===== config.mk =====
export PLATFORM = sky130hd
export DESIGN_NAME = pcs_rx_lane_status_flags
export DESIGN_NICKNAME = d
export VERILOG_FILES = /design/src/shared/pcs_lane_status_pkg.sv /design/src/logic/level_sync.sv /design/src/logic/pcs_rx_lane_status_flags.sv
export SDC_FILE = /design/constraint.sdc
export NUM_CORES = 1
export LEC_CHECK = 0
export ABC_AREA = 1
export BUFFER_PORTS_ARGS = -buffer_cell sky130_fd_sc_hd__buf_2
export CORE_MARGIN = 3
export CORE_UTILIZATION = 40
export CTS_CLUSTER_DIAMETER = 120
export CTS_CLUSTER_SIZE = 24
export DETAILED_ROUTE_END_ITERATION = 12
export SLEW_MARGIN = 20
export SYNTH_ARGS = -nofsm -noshare
export SYNTH_HDL_FRONTEND = slang
export SYNTH_SLANG_ARGS = --single-unit

===== constraint.sdc =====
create_clock -name clk -period 1.95 [get_ports clk]
set_input_delay 0.195 -clock clk [delete_from_list [all_inputs] [get_ports clk]]
set_output_delay 0.195 -clock clk [all_outputs]
set_load 0.05 [all_outputs]

===== src/shared/pcs_lane_status_pkg.sv =====
// Shared constants, register map and carrier types for the lane status block
package pcs_lane_status_pkg;

  // Lane geometry
  localparam int LANES     = 4;
  localparam int PHYS_W    = 2;
  localparam int SPACING_W = 16;
  localparam int BIP_W     = 8;
  localparam int LOOP_W    = 12;

  // Register byte offsets
  localparam logic [7:0] OFS_SPACING   = 8'h00;
  localparam logic [7:0] OFS_LOCK      = 8'h04;
  localparam logic [7:0] OFS_LANE      = 8'h08;
  localparam logic [7:0] OFS_IRQ_STAT  = 8'h0C;
  localparam logic [7:0] OFS_IRQ_MASK  = 8'h10;
  localparam logic [7:0] OFS_LOOPBACK  = 8'h14;

  // Values after reset
  localparam logic [SPACING_W-1:0] SPACING_RST  = 16'h3FFF;
  localparam logic [31:0]          IRQ_MASK_RST = 32'h0000_0000;

  // Marker error run length that raises a repeat error
  localparam logic [2:0] REPEAT_LIMIT = 3'h4;

  // Interrupt status field positions, one nibble per per-lane event kind, one bit for format
  localparam int IRQ_SPACING_POS = 0;
  localparam int IRQ_REPEAT_POS  = 4;
  localparam int IRQ_BIP_POS     = 8;
  localparam int IRQ_LOSS_POS    = 12;
  localparam int IRQ_FORMAT_POS  = 16;
  localparam int IRQ_W           = 17;

  // Lane status register field positions
  localparam int LANE_ERR_POS = 0;
  localparam int LANE_MAP_POS = 8;

  // Per-lane receive word information from the block-lock front end
  typedef struct packed {
    logic              word_valid;
    logic              block_lock;
    logic              hdr_loss;
    logic              marker_seen;
    logic              marker_ok;
    logic [PHYS_W-1:0] phys_lane;
    logic [BIP_W-1:0]  word_bip;
    logic [BIP_W-1:0]  marker_bip;
  } lane_rx_t;

  // APB request from the master
  typedef struct packed {
    logic        psel;
    logic        penable;
    logic        pwrite;
    logic [7:0]  paddr;
    logic [31:0] pwdata;
  } apb_req_t;

  // APB answer to the master
  typedef struct packed {
    logic        pready;
    logic        pslverr;
    logic [31:0] prdata;
  } apb_rsp_t;

endpackage


===== src/logic/level_sync.sv =====
// Two-flop synchroniser for a bus of slow, independently changing levels
module level_sync
  import pcs_lane_status_pkg::*;
#(
  parameter int WIDTH = LOOP_W
) (
  input  wire logic             clk,
  input  wire logic             rst,
  input  wire logic [WIDTH-1:0] async_in,
  output logic      [WIDTH-1:0] sync_out
);

  logic [WIDTH-1:0] stage1;

  // First stage feeds only the second; bits may settle in different cycles
  always_ff @(posedge clk) begin
    if (rst) begin
      stage1   <= '0;
      sync_out <= '0;
    end else begin
      stage1   <= async_in;
      sync_out <= stage1;
    end
  end

endmodule


===== src/logic/pcs_rx_lane_status_flags.sv =====
// Receive lane lock, marker, parity and lane-mapping status with APB registers
// Overview of operation
// - Lanes 0 to 3 report physical lane
// - Lane map valid only while lane synced
// - Lane parity failure pulses one cycle
// - Synced flag: word lock plus marker seen
// - Synced flags mirrored in lock status register
// - Error level on header loss or no marker
// - Marker spacing mismatch pulses one cycle
// - Four marker errors in row pulse once
// - Malformed marker word pulses one cycle
module pcs_rx_lane_status_flags
  import pcs_lane_status_pkg::*;
#(
  parameter int NUM_LANES = LANES
) (
  input  wire logic                 clk,
  input  wire logic                 rst,
  input  wire lane_rx_t             lane_rx [NUM_LANES],
  input  wire logic [LOOP_W-1:0]    transceiver_loopback_select,
  input  wire apb_req_t             apb_req,
  output apb_rsp_t                  apb_rsp,
  output logic [PHYS_W-1:0]         lane0_phys_map,
  output logic [PHYS_W-1:0]         lane1_phys_map,
  output logic [PHYS_W-1:0]         lane2_phys_map,
  output logic [PHYS_W-1:0]         lane3_phys_map,
  output logic [NUM_LANES-1:0]      lane_lock_valid_flags,
  output logic [NUM_LANES-1:0]      lane_sync_error,
  output logic [NUM_LANES-1:0]      marker_spacing_error,
  output logic [NUM_LANES-1:0]      marker_repeat_error,
  output logic                      marker_format_error,
  output logic [NUM_LANES-1:0]      lane_bip_error,
  output logic                      irq
);

  // Software-visible control and interrupt state
  logic [SPACING_W-1:0]  marker_spacing_setting;
  logic [IRQ_W-1:0]      irq_status;
  logic [IRQ_W-1:0]      irq_mask;
  logic [LOOP_W-1:0]     loopback_seen;
  logic [IRQ_W-1:0]      irq_events;

  // Per-lane tracking state
  logic [NUM_LANES-1:0]  marker_found;
  logic [NUM_LANES-1:0]  ever_marker;
  logic [NUM_LANES-1:0]  lost_by_header;
  logic [NUM_LANES-1:0]  format_hit;
  logic [NUM_LANES-1:0]  spacing_hit;
  logic [NUM_LANES-1:0]  repeat_hit;
  logic [NUM_LANES-1:0]  bip_hit;
  logic [PHYS_W-1:0]     phys_map [NUM_LANES];
  logic [NUM_LANES-1:0]  loss_event;

  // APB access decode
  logic                  setup_phase;
  logic                  wr_access;
  logic [31:0]           read_word;
  logic                  read_hit;
  logic [31:0]           prdata_q;
  logic                  pslverr_q;

  // Byte offset to register hit, used by read and write paths
  function automatic logic is_reg(input logic [7:0] addr, input logic [7:0] ofs);
    is_reg = (addr == ofs);
  endfunction

  // Well-formed marker word on a locked lane, used by tracking and flags
  function automatic logic is_good_marker(input lane_rx_t w);
    is_good_marker = w.word_valid & w.block_lock & w.marker_seen & w.marker_ok;
  endfunction

  // Loopback select changes at any time; only its settled value is shown
  level_sync #(
    .WIDTH    (LOOP_W)
  ) u_loop_sync (
    .clk      (clk),
    .rst      (rst),
    .async_in (transceiver_loopback_select),
    .sync_out (loopback_seen)
  );

  // Lane tracking, one copy per lane
  for (genvar g = 0; g < NUM_LANES; g++) begin : g_lane

    logic [SPACING_W-1:0] word_count;
    logic [BIP_W-1:0]     bip_acc;
    logic [2:0]           err_run;
    logic                 at_marker;
    logic                 bad_format;
    logic                 bad_spacing;
    logic                 missed_marker;
    logic                 marker_error;
    logic                 good_marker;

    // A marker word seen while the lane holds word lock
    assign at_marker     = lane_rx[g].word_valid & lane_rx[g].block_lock & lane_rx[g].marker_seen;
    assign bad_format    = at_marker & ~lane_rx[g].marker_ok;
    // Spacing only checkable once a previous marker fixed the phase
    assign bad_spacing   = at_marker & marker_found[g] & (word_count != marker_spacing_setting);
    assign missed_marker = lane_rx[g].word_valid & lane_rx[g].block_lock & ~lane_rx[g].marker_seen
                           & marker_found[g] & (word_count == marker_spacing_setting);
    assign marker_error  = bad_format | bad_spacing | missed_marker;
    assign good_marker   = is_good_marker(lane_rx[g]);

    // Marker found since lock; dropped whenever word lock goes
    always_ff @(posedge clk) begin
      if (rst) begin
        marker_found[g] <= 1'b0;
      end else if (!lane_rx[g].block_lock) begin
        marker_found[g] <= 1'b0;
      end else if (good_marker) begin
        marker_found[g] <= 1'b1;
      end
    end

    // Marker ever received; only reset forgets it
    always_ff @(posedge clk) begin
      if (rst) begin
        ever_marker[g] <= 1'b0;
      end else if (good_marker) begin
        ever_marker[g] <= 1'b1;
      end
    end

    // Loss caused by header errors holds until the lane is synced again
    always_ff @(posedge clk) begin
      if (rst) begin
        lost_by_header[g] <= 1'b0;
      end else if (lane_rx[g].hdr_loss) begin
        lost_by_header[g] <= 1'b1;
      end else if (lane_lock_valid_flags[g]) begin
        lost_by_header[g] <= 1'b0;
      end
    end

    // Words since the last marker; restarts on a marker or a missed one
    always_ff @(posedge clk) begin
      if (rst) begin
        word_count <= '0;
      end else if (!lane_rx[g].block_lock) begin
        word_count <= '0;
      end else if (at_marker || missed_marker) begin
        word_count <= '0;
      end else if (lane_rx[g].word_valid) begin
        word_count <= word_count + 1'b1;
      end
    end

    // Consecutive marker error run; a clean marker ends the run
    always_ff @(posedge clk) begin
      if (rst) begin
        err_run <= '0;
      end else if (!lane_rx[g].block_lock) begin
        err_run <= '0;
      end else if (marker_error) begin
        err_run <= (err_run == REPEAT_LIMIT - 3'h1) ? 3'h0 : err_run + 3'h1;
      end else if (at_marker) begin
        err_run <= '0;
      end
    end

    // Running interleaved parity; the marker word starts the next span
    always_ff @(posedge clk) begin
      if (rst) begin
        bip_acc <= '0;
      end else if (at_marker) begin
        bip_acc <= lane_rx[g].word_bip;
      end else if (lane_rx[g].word_valid) begin
        bip_acc <= bip_acc ^ lane_rx[g].word_bip;
      end
    end

    // Physical lane captured from each well-formed marker
    always_ff @(posedge clk) begin
      if (rst) begin
        phys_map[g] <= '0;
      end else if (good_marker) begin
        phys_map[g] <= lane_rx[g].phys_lane;
      end
    end

    // Spacing pulse on a misplaced or a missing marker, one cycle per event
    always_ff @(posedge clk) begin
      if (rst) begin
        spacing_hit[g] <= 1'b0;
      end else begin
        spacing_hit[g] <= bad_spacing | missed_marker;
      end
    end

    // Repeat pulse on the error that completes a run
    always_ff @(posedge clk) begin
      if (rst) begin
        repeat_hit[g] <= 1'b0;
      end else begin
        repeat_hit[g] <= marker_error && (err_run == REPEAT_LIMIT - 3'h1);
      end
    end

    // Format pulse; lanes merge at the output with no extra stage
    always_ff @(posedge clk) begin
      if (rst) begin
        format_hit[g] <= 1'b0;
      end else begin
        format_hit[g] <= bad_format;
      end
    end

    // Parity only meaningful across a full span between good markers
    always_ff @(posedge clk) begin
      if (rst) begin
        bip_hit[g] <= 1'b0;
      end else begin
        bip_hit[g] <= good_marker & marker_found[g] & (bip_acc != lane_rx[g].marker_bip);
      end
    end

    // Header loss event, kept only for the interrupt status
    always_ff @(posedge clk) begin
      if (rst) begin
        loss_event[g] <= 1'b0;
      end else begin
        loss_event[g] <= lane_rx[g].hdr_loss;
      end
    end

  end

  // Lane level flags
  always_ff @(posedge clk) begin
    if (rst) begin
      lane_lock_valid_flags <= '0;
      lane_sync_error       <= '1;
    end else begin
      for (int i = 0; i < NUM_LANES; i++) begin
        // Flag may rise with the first good marker itself
        lane_lock_valid_flags[i] <= lane_rx[i].block_lock
                                    & (marker_found[i] | is_good_marker(lane_rx[i]));
        // Never cleared while no marker has ever come in
        lane_sync_error[i]       <= lost_by_header[i] | lane_rx[i].hdr_loss | ~ever_marker[i];
      end
    end
  end

  // Event outputs straight from the per-lane pulse flops
  assign marker_spacing_error = spacing_hit;
  assign marker_repeat_error  = repeat_hit;
  assign lane_bip_error       = bip_hit;
  // Format errors from any lane share the one output, same latency as the rest
  assign marker_format_error  = |format_hit;

  // Lane map outputs read as zero from one cycle after the lane's synced flag goes low
  always_ff @(posedge clk) begin
    if (rst) begin
      lane0_phys_map <= '0;
      lane1_phys_map <= '0;
      lane2_phys_map <= '0;
      lane3_phys_map <= '0;
    end else begin
      lane0_phys_map <= lane_lock_valid_flags[0] ? phys_map[0] : '0;
      lane1_phys_map <= lane_lock_valid_flags[1] ? phys_map[1] : '0;
      lane2_phys_map <= lane_lock_valid_flags[2] ? phys_map[2] : '0;
      lane3_phys_map <= lane_lock_valid_flags[3] ? phys_map[3] : '0;
    end
  end

  // APB phase decode; no wait states so access completes at once
  assign setup_phase = apb_req.psel & ~apb_req.penable;
  assign wr_access   = apb_req.psel & apb_req.penable & apb_req.pwrite;

  // Spacing setting written by software, steers the spacing check
  always_ff @(posedge clk) begin
    if (rst) begin
      marker_spacing_setting <= SPACING_RST;
    end else if (wr_access && is_reg(apb_req.paddr, OFS_SPACING)) begin
      marker_spacing_setting <= apb_req.pwdata[SPACING_W-1:0];
    end
  end

  // Interrupt mask, same layout as status
  always_ff @(posedge clk) begin
    if (rst) begin
      irq_mask <= IRQ_MASK_RST[IRQ_W-1:0];
    end else if (wr_access && is_reg(apb_req.paddr, OFS_IRQ_MASK)) begin
      irq_mask <= apb_req.pwdata[IRQ_W-1:0];
    end
  end

  // Event vector in status layout: format, loss, parity, repeat, spacing
  assign irq_events = {format_hit != '0, loss_event, bip_hit, repeat_hit, spacing_hit};

  // Sticky status; a new event beats a write-one-to-clear in the same cycle
  always_ff @(posedge clk) begin
    if (rst) begin
      irq_status <= '0;
    end else begin
      irq_status <= (irq_status & ~((wr_access && is_reg(apb_req.paddr, OFS_IRQ_STAT))
                                    ? apb_req.pwdata[IRQ_W-1:0] : '0))
                    | irq_events;
    end
  end

  // Level interrupt while any unmasked status bit is set
  assign irq = |(irq_status & irq_mask);

  // Read mux; reserved bits and unmapped offsets read as zero
  always_comb begin
    read_word = '0;
    read_hit  = 1'b1;
    if (is_reg(apb_req.paddr, OFS_SPACING)) begin
      read_word[SPACING_W-1:0] = marker_spacing_setting;
    end else if (is_reg(apb_req.paddr, OFS_LOCK)) begin
      read_word[NUM_LANES-1:0] = lane_lock_valid_flags;
    end else if (is_reg(apb_req.paddr, OFS_LANE)) begin
      read_word[LANE_ERR_POS +: NUM_LANES] = lane_sync_error;
      read_word[LANE_MAP_POS +: 8] = {lane3_phys_map, lane2_phys_map, lane1_phys_map, lane0_phys_map};
    end else if (is_reg(apb_req.paddr, OFS_IRQ_STAT)) begin
      read_word[IRQ_W-1:0] = irq_status;
    end else if (is_reg(apb_req.paddr, OFS_IRQ_MASK)) begin
      read_word[IRQ_W-1:0] = irq_mask;
    end else if (is_reg(apb_req.paddr, OFS_LOOPBACK)) begin
      read_word[LOOP_W-1:0] = loopback_seen;
    end else begin
      read_hit = 1'b0;
    end
  end

  // Read data and error captured in setup so the access phase sees flops
  always_ff @(posedge clk) begin
    if (rst) begin
      prdata_q  <= '0;
      pslverr_q <= 1'b0;
    end else if (setup_phase) begin
      prdata_q  <= apb_req.pwrite ? 32'h0000_0000 : read_word;
      pslverr_q <= ~read_hit;
    end
  end

  // Ready in every access phase; data and error from the capture flops
  assign apb_rsp = '{pready: apb_req.psel & apb_req.penable, pslverr: pslverr_q, prdata: prdata_q};

endmodule


# == After elaboration in Yosys (flattened, before gate mapping) ==
# Memory sizes are Yosys's and may differ from the RTL's. A register that Yosys moved wholly into a read port is not among the register bits.
# Cells that the tools add are included.
# totals
mem_count,1
mem_bits_rw,8
register_bits,255
output_inout_bits,64
inputBits,149
wordCells,297
# op_classes
eq_ne,21
muxes,66
n_reduce_logical,39
n_addsub,8
n_bitwise,109
# mem_list
memory,words,width,rd,rd_clocked_by_memory_dff,write_ports,line,text
phys_map,4,2,4,4,4,pcs_rx_lane_status_flags.sv:51,logic [PHYS_W-1:0] phys_map [NUM_LANES];
# op_table
op,count
2-to-1 mux 8 bit,9
adder 16 x 1 -> 16 bit (second input constant),4
equality test 16 bit,4
inequality test 16 bit,4
AND 1 bit,51
2-to-1 mux 17 bit,3
2-to-1 mux 3 bit,12
AND 17 bit,2
inequality test 8 bit,4
bitwise XOR 8 bit,4
2-to-1 mux 1 bit,30
OR 1 bit,28
2-to-1 mux 12 bit,2
nonzero test 2 bit,12
NOT 1 bit,22
NOT 17 bit,1
OR 17 bit,1
OR reduction 17 bit,1
equality test 8 x 4 -> 1 bit (second input constant),2
equality test 8 x 5 -> 1 bit (second input constant),2
2-to-1 mux 16 bit,1
OR reduction 2 bit,8
2-to-1 mux 13 bit,1
adder 3 x 1 -> 3 bit (second input constant),4
other kinds (11),31

# == Logic depth before layout (Yosys ltp) ==
# depth
word_depth,8
mapped_depth,12
ltp_nobuf,11

# == Modules after synthesis ==
# From an unflattened synthesis, not the netlist that was laid out.
# unflattened
cells_unflattened,1741
area_unflattened_um2,12226.7
# modules_own_cells
mod,seq_area_each_um2,n_inst,cells_each,area_per_inst_um2
pcs_rx_lane_status_flags,4724.5,1,1667,11543.6
level_sync,480.5,1,74,683.2

# == Worst setup path before layout ==
# No wires, ideal clock.
# synth_path
path_kind,register to output
startpoint,reg irq_mask[16]
endpoint,out irq
setup_slack_ns,0.311
t_required_ns,1.755
arrival_time_ns,1.444
n_path_buf,0
path_stages_with_launch,3
path_cell_list,dfxtp_1 > inv_1 > o21ai_0
# synth_between
elab_chain_cells,2
# synth_lines
item,line,text
from (decl),pcs_rx_lane_status_flags.sv:39,logic [IRQ_W-1:0] irq_mask;
from (signal assigned),pcs_rx_lane_status_flags.sv:283,irq_mask <= IRQ_MASK_RST[IRQ_W-1:0];
from (signal assigned),pcs_rx_lane_status_flags.sv:285,irq_mask <= apb_req.pwdata[IRQ_W-1:0];
AND 17 bit,pcs_rx_lane_status_flags.sv:304,assign irq = |(irq_status & irq_mask);
OR reduction 17 bit,pcs_rx_lane_status_flags.sv:304,
to (decl),pcs_rx_lane_status_flags.sv:33,output logic irq
# Every way passes these cells.

# == Final worst setup path ==
# layout_path
startpoint,reg irq_status[12]
endpoint,out irq
# layout_between
elab_chain_cells,2
# layout_lines
item,line,text
from (decl),pcs_rx_lane_status_flags.sv:38,logic [IRQ_W-1:0] irq_status;
from (signal assigned),pcs_rx_lane_status_flags.sv:297,"irq_status <= (irq_status & ~((wr_access && is_reg(apb_req.paddr, OFS_IRQ_STAT))"
AND 17 bit,pcs_rx_lane_status_flags.sv:304,
OR reduction 17 bit,pcs_rx_lane_status_flags.sv:304,
# Every way passes these cells.

==> reports/qor.yml <==
grt_first_pass_wirelength_um: 55600
grt_pass1_vias: 10900
r2r-start: "g_lane[3].word_count[1]$_SDFFE_PP0P_"
wl_um: 34800
hold_depth: 3
syn_to_final_growth_pct: 20.8
grt_max_degree: 70
synthMuxAreaShare: 0
avgSynthCellArea_sq_um: 6.94
nets: 2182
postSynth.asyncResetShare: 0
clock_skew_ps: 15.8
crit_required_ps: 1750
r2r_end: "g_lane[3].word_count[12]$_SDFFE_PP0P_"
hp-start: "lane_rx[40]"
start_kind: "flop"
ys_types: 45
synth_edf_count: 8
p_seq_frac: 0.570
dieArea_sq_um: 32800
core.rowCount: 63
clock_latency_ps: 490
path_clk_slew_ps: 100
leakage_nw: 6.53
vias_per_cell: 4.82
cts_tree: "built"
synth-compound-area-share: 0.111
intPower_w: 0.00720
track_usage: 0.206
die_w_um: 181
hold_violations: 0
synth_xor_area_frac: 0.0378
n_antenna_cell: 0
coreArea_sq_um: 30000
slew_violations: 0
synth_area_leaders: "dfxtp_1 (40%), nand2_1 (16%), inv_1 (6.8%), nor2_1 (5.2%), a21oi_1 (5.1%)"
n_fill_cell: 3014
routabilityCongestion: 0.912
fin_cells: 2418
whs_ps: 22.1
crit_buf_inv: 1
power_density_nw_per_um2: 642
finalSetupViolCount: 0
fmax_ghz: 0.516
worst-endpoint-arrival_ps: 1740
pin_count: 213
vias: 11600
combPwrFrac: 0.096
met1Wirelength_um: 16200
fin_crit_sh: 0.994
wl_met2_um: 15900
crit_fanout: 3
synth_top_family_by_area: "simple AND/OR/NAND/NOR gates"
synth-simple-area-share: 0.306
crit_slowest_cell: "nor4_2"
grt_antenna_before_repair: 0
ys.flop_type: "dfxtp_1"
totalPowerFinal_w: 0.00953
start_util: 0.410
swShare: 0.244
synth_top_area_share: 0.404
wl_met3_um: 2040
yosysTopAreaCell: "dfxtp_1"
synth_adder_area_share: 0.00815
ir_drop_mv: 0.559
numCtsBuffers: 14
crit_chain: "nand2_1 -> nand4_1 -> nor4_2 -> o21ai_2 -> buf_6"
cts_max_level: 1
worst-r2r-setup-slack_ps: 190
syn_inst: 1769
switching_power_w: 0.00233
drc: 0
cpLargestDelayFamily: "simple AND/OR/NAND/NOR gates"
r2r_cells: 8
numClockSinks: 256
io_buffer_count: 182
drive_gt1_frac: 0.163
dp_cells: 2330
layout_min_cycle_time_ps: 1940
dp_hpwl_um: 26900
grt-ovfl-total: 0
drt_iter0_drc: 858
drv_cap: 0
status: "complete, no violations"
min_to: "phys_map[2][1]$_SDFFCE_PN0P_"
ant_nets: 0
top_layer: "met4"
hold_path_class: "primary input to flop"
ys_seq_area_frac: 0.424
path_class: "flop to primary output"
yosysWarnings: 0
wl_per_cell_um: 14.4
clockBufferDepth: 3
cts-root-buf: "clkbuf_16"
dieHeight_um: 181
drtPass1Iterations: 5
max_stage_delay_ps: 380
ys_seq_elements: 256
pwr-share-clk: 0.334
end_kind: "primary output"
rsz0062_at_grt: "yes"
syn_area_sq_um: 12300
## worst min-delay path, cell delays in order
cell and delay [ps]:
buf_2 80, inv_1 40, nor2_1 80
## cells in the mapped netlist (all sizes together) (6+ instances only)
| master | count |
|---|---|
| nor3 | 50 |
| a21boi | 6 |
| nand4 | 21 |
| or2 | 10 |
| xnor2 | 26 |
| o211ai | 14 |
| clkbuf | 22 |
| buf | 53 |
| xor2 | 27 |
| nand3 | 73 |
| o21ai | 89 |
| edfxtp | 8 |
| ha | 8 |
| nand2 | 516 |
| inv | 244 |
| dfxtp | 248 |
| and3 | 9 |
| nor4 | 8 |
| o2111ai | 7 |
| a21oi | 130 |
| nor2 | 187 |
## sequential cells by signal, summed over array words and instances (netlist names), 2 cells and up
register                count
lane_sync_error             4
irq_mask                   17
lane_lock_valid_flags       4
marker_spacing_setting     16
irq_events                  4
phys_map                    8
lane0_phys_map              2
irq_status                 17
g_lane.word_count          64
marker_repeat_error         4
lane_bip_error              4
format_hit                  4
prdata_q                   17
lane3_phys_map              2
lane1_phys_map              2
u_loop_sync.stage1         12
ever_marker                 4
u_loop_sync.sync_out       12
g_lane.bip_acc             32
g_lane.err_run             12
lane2_phys_map              2
lost_by_header              4
marker_found                4
marker_spacing_error        4
## cells in the final DEF, fill, tap and decap left out, types with 9 or more instances in the layout
| master | instances |
|---|---|
| nor3_1 | 45 |
| nand4_1 | 21 |
| buf_2 | 181 |
| xnor2_1 | 26 |
| conb_1 | 15 |
| nand3_2 | 10 |
| dlygate4sd3_1 | 69 |
| o211ai_1 | 14 |
| xor2_1 | 27 |
| and3_1 | 9 |
| nor2_2 | 16 |
| nor2_1 | 167 |
| nand3_1 | 62 |
| dfxtp_1 | 245 |
| clkbuf_16 | 15 |
| buf_4 | 45 |
| or2_2 | 9 |
| a21oi_1 | 126 |
| inv_2 | 21 |
| inv_1 | 222 |
| nand2_1 | 511 |
| o21ai_0 | 81 |
## power groups by stage
stage                     Sequential, W  Combinational (W)  Clock, W
final                           0.00543           0.000915   0.00319
after global routing            0.00544            0.00102   0.00345
after CTS                       0.00543           0.000914   0.00327
after detailed placement        0.00555           0.000804         0
after global placement          0.00555           0.000792         0
after floorplan                 0.00554           0.000517         0
## worst max path at each step
stage | start | end | slack, ps | cells past startpoint
floorplan | irq_mask[16]$_SDFFE_PP0P_ | irq | 310 | 2
global placement | g_lane[3].word_count[1]$_SDFFE_PP0P_ | g_lane[3].word_count[10]$_SDFFE_PP0P_ | 260 | 8
detailed placement | g_lane[3].word_count[1]$_SDFFE_PP0P_ | g_lane[3].word_count[12]$_SDFFE_PP0P_ | 220 | 9
CTS | irq_status[6]$_SDFF_PP0_ | irq | 10 | 5
global route | irq_status[13]$_SDFF_PP0_ | irq | -5 | 5
finish | irq_status[12]$_SDFF_PP0_ | irq | 10 | 5
## routing by layer
layer  global-route usage  vias to the layer above
li1                     -                     6031
met1                0.281                     5281
met2                0.344                      296
met3               0.0322                       41
met4               0.0460                        0
met5                    0                        -
## final cells by class
class	instances	area (sq um)	share of cell area
timing repair buffer	301	2050	0.138
sequential	256	5210	0.351
clock buffer	18	397	0.0267
multi-input combinational	1207	5760	0.388
inverter	245	925	0.0623
tap	390	488	0.0329
clock inverter	1	8.76	0.000591
## stage by stage
stage	instance area [sq um]	setup WS, ps	setup TNS [ps]	utilization
after floorplan	12300	311	0	-
after global placement	13700	257	0	0.458
after detailed placement	13700	215	0	0.458
after CTS	14800	12.7	0	0.495
after global routing	14800	-5.11	-5.11	0.495
final	14800	11.1	0	0.495
## what timing repair did
action | in CTS | in global routing
resized for setup | 3 | 7
cloned | 0 | 0
endpoints found under the hold margin | 88 | 0
pin swaps | 1 | 2
endpoints found under the setup margin | 1 | 3
hold buffers | 69 | 0
buffers inserted | 0 | 0
## cells by family after synthesis
group,after synthesis
buffers and inverters,320
other,1
flip-flops,256
AND/OR/NAND/NOR,879
AO/OA/AOI/OAI,252
XOR/XNOR,53
adder cells (fa/ha/maj),8
Power figures use the tool's default switching activity.
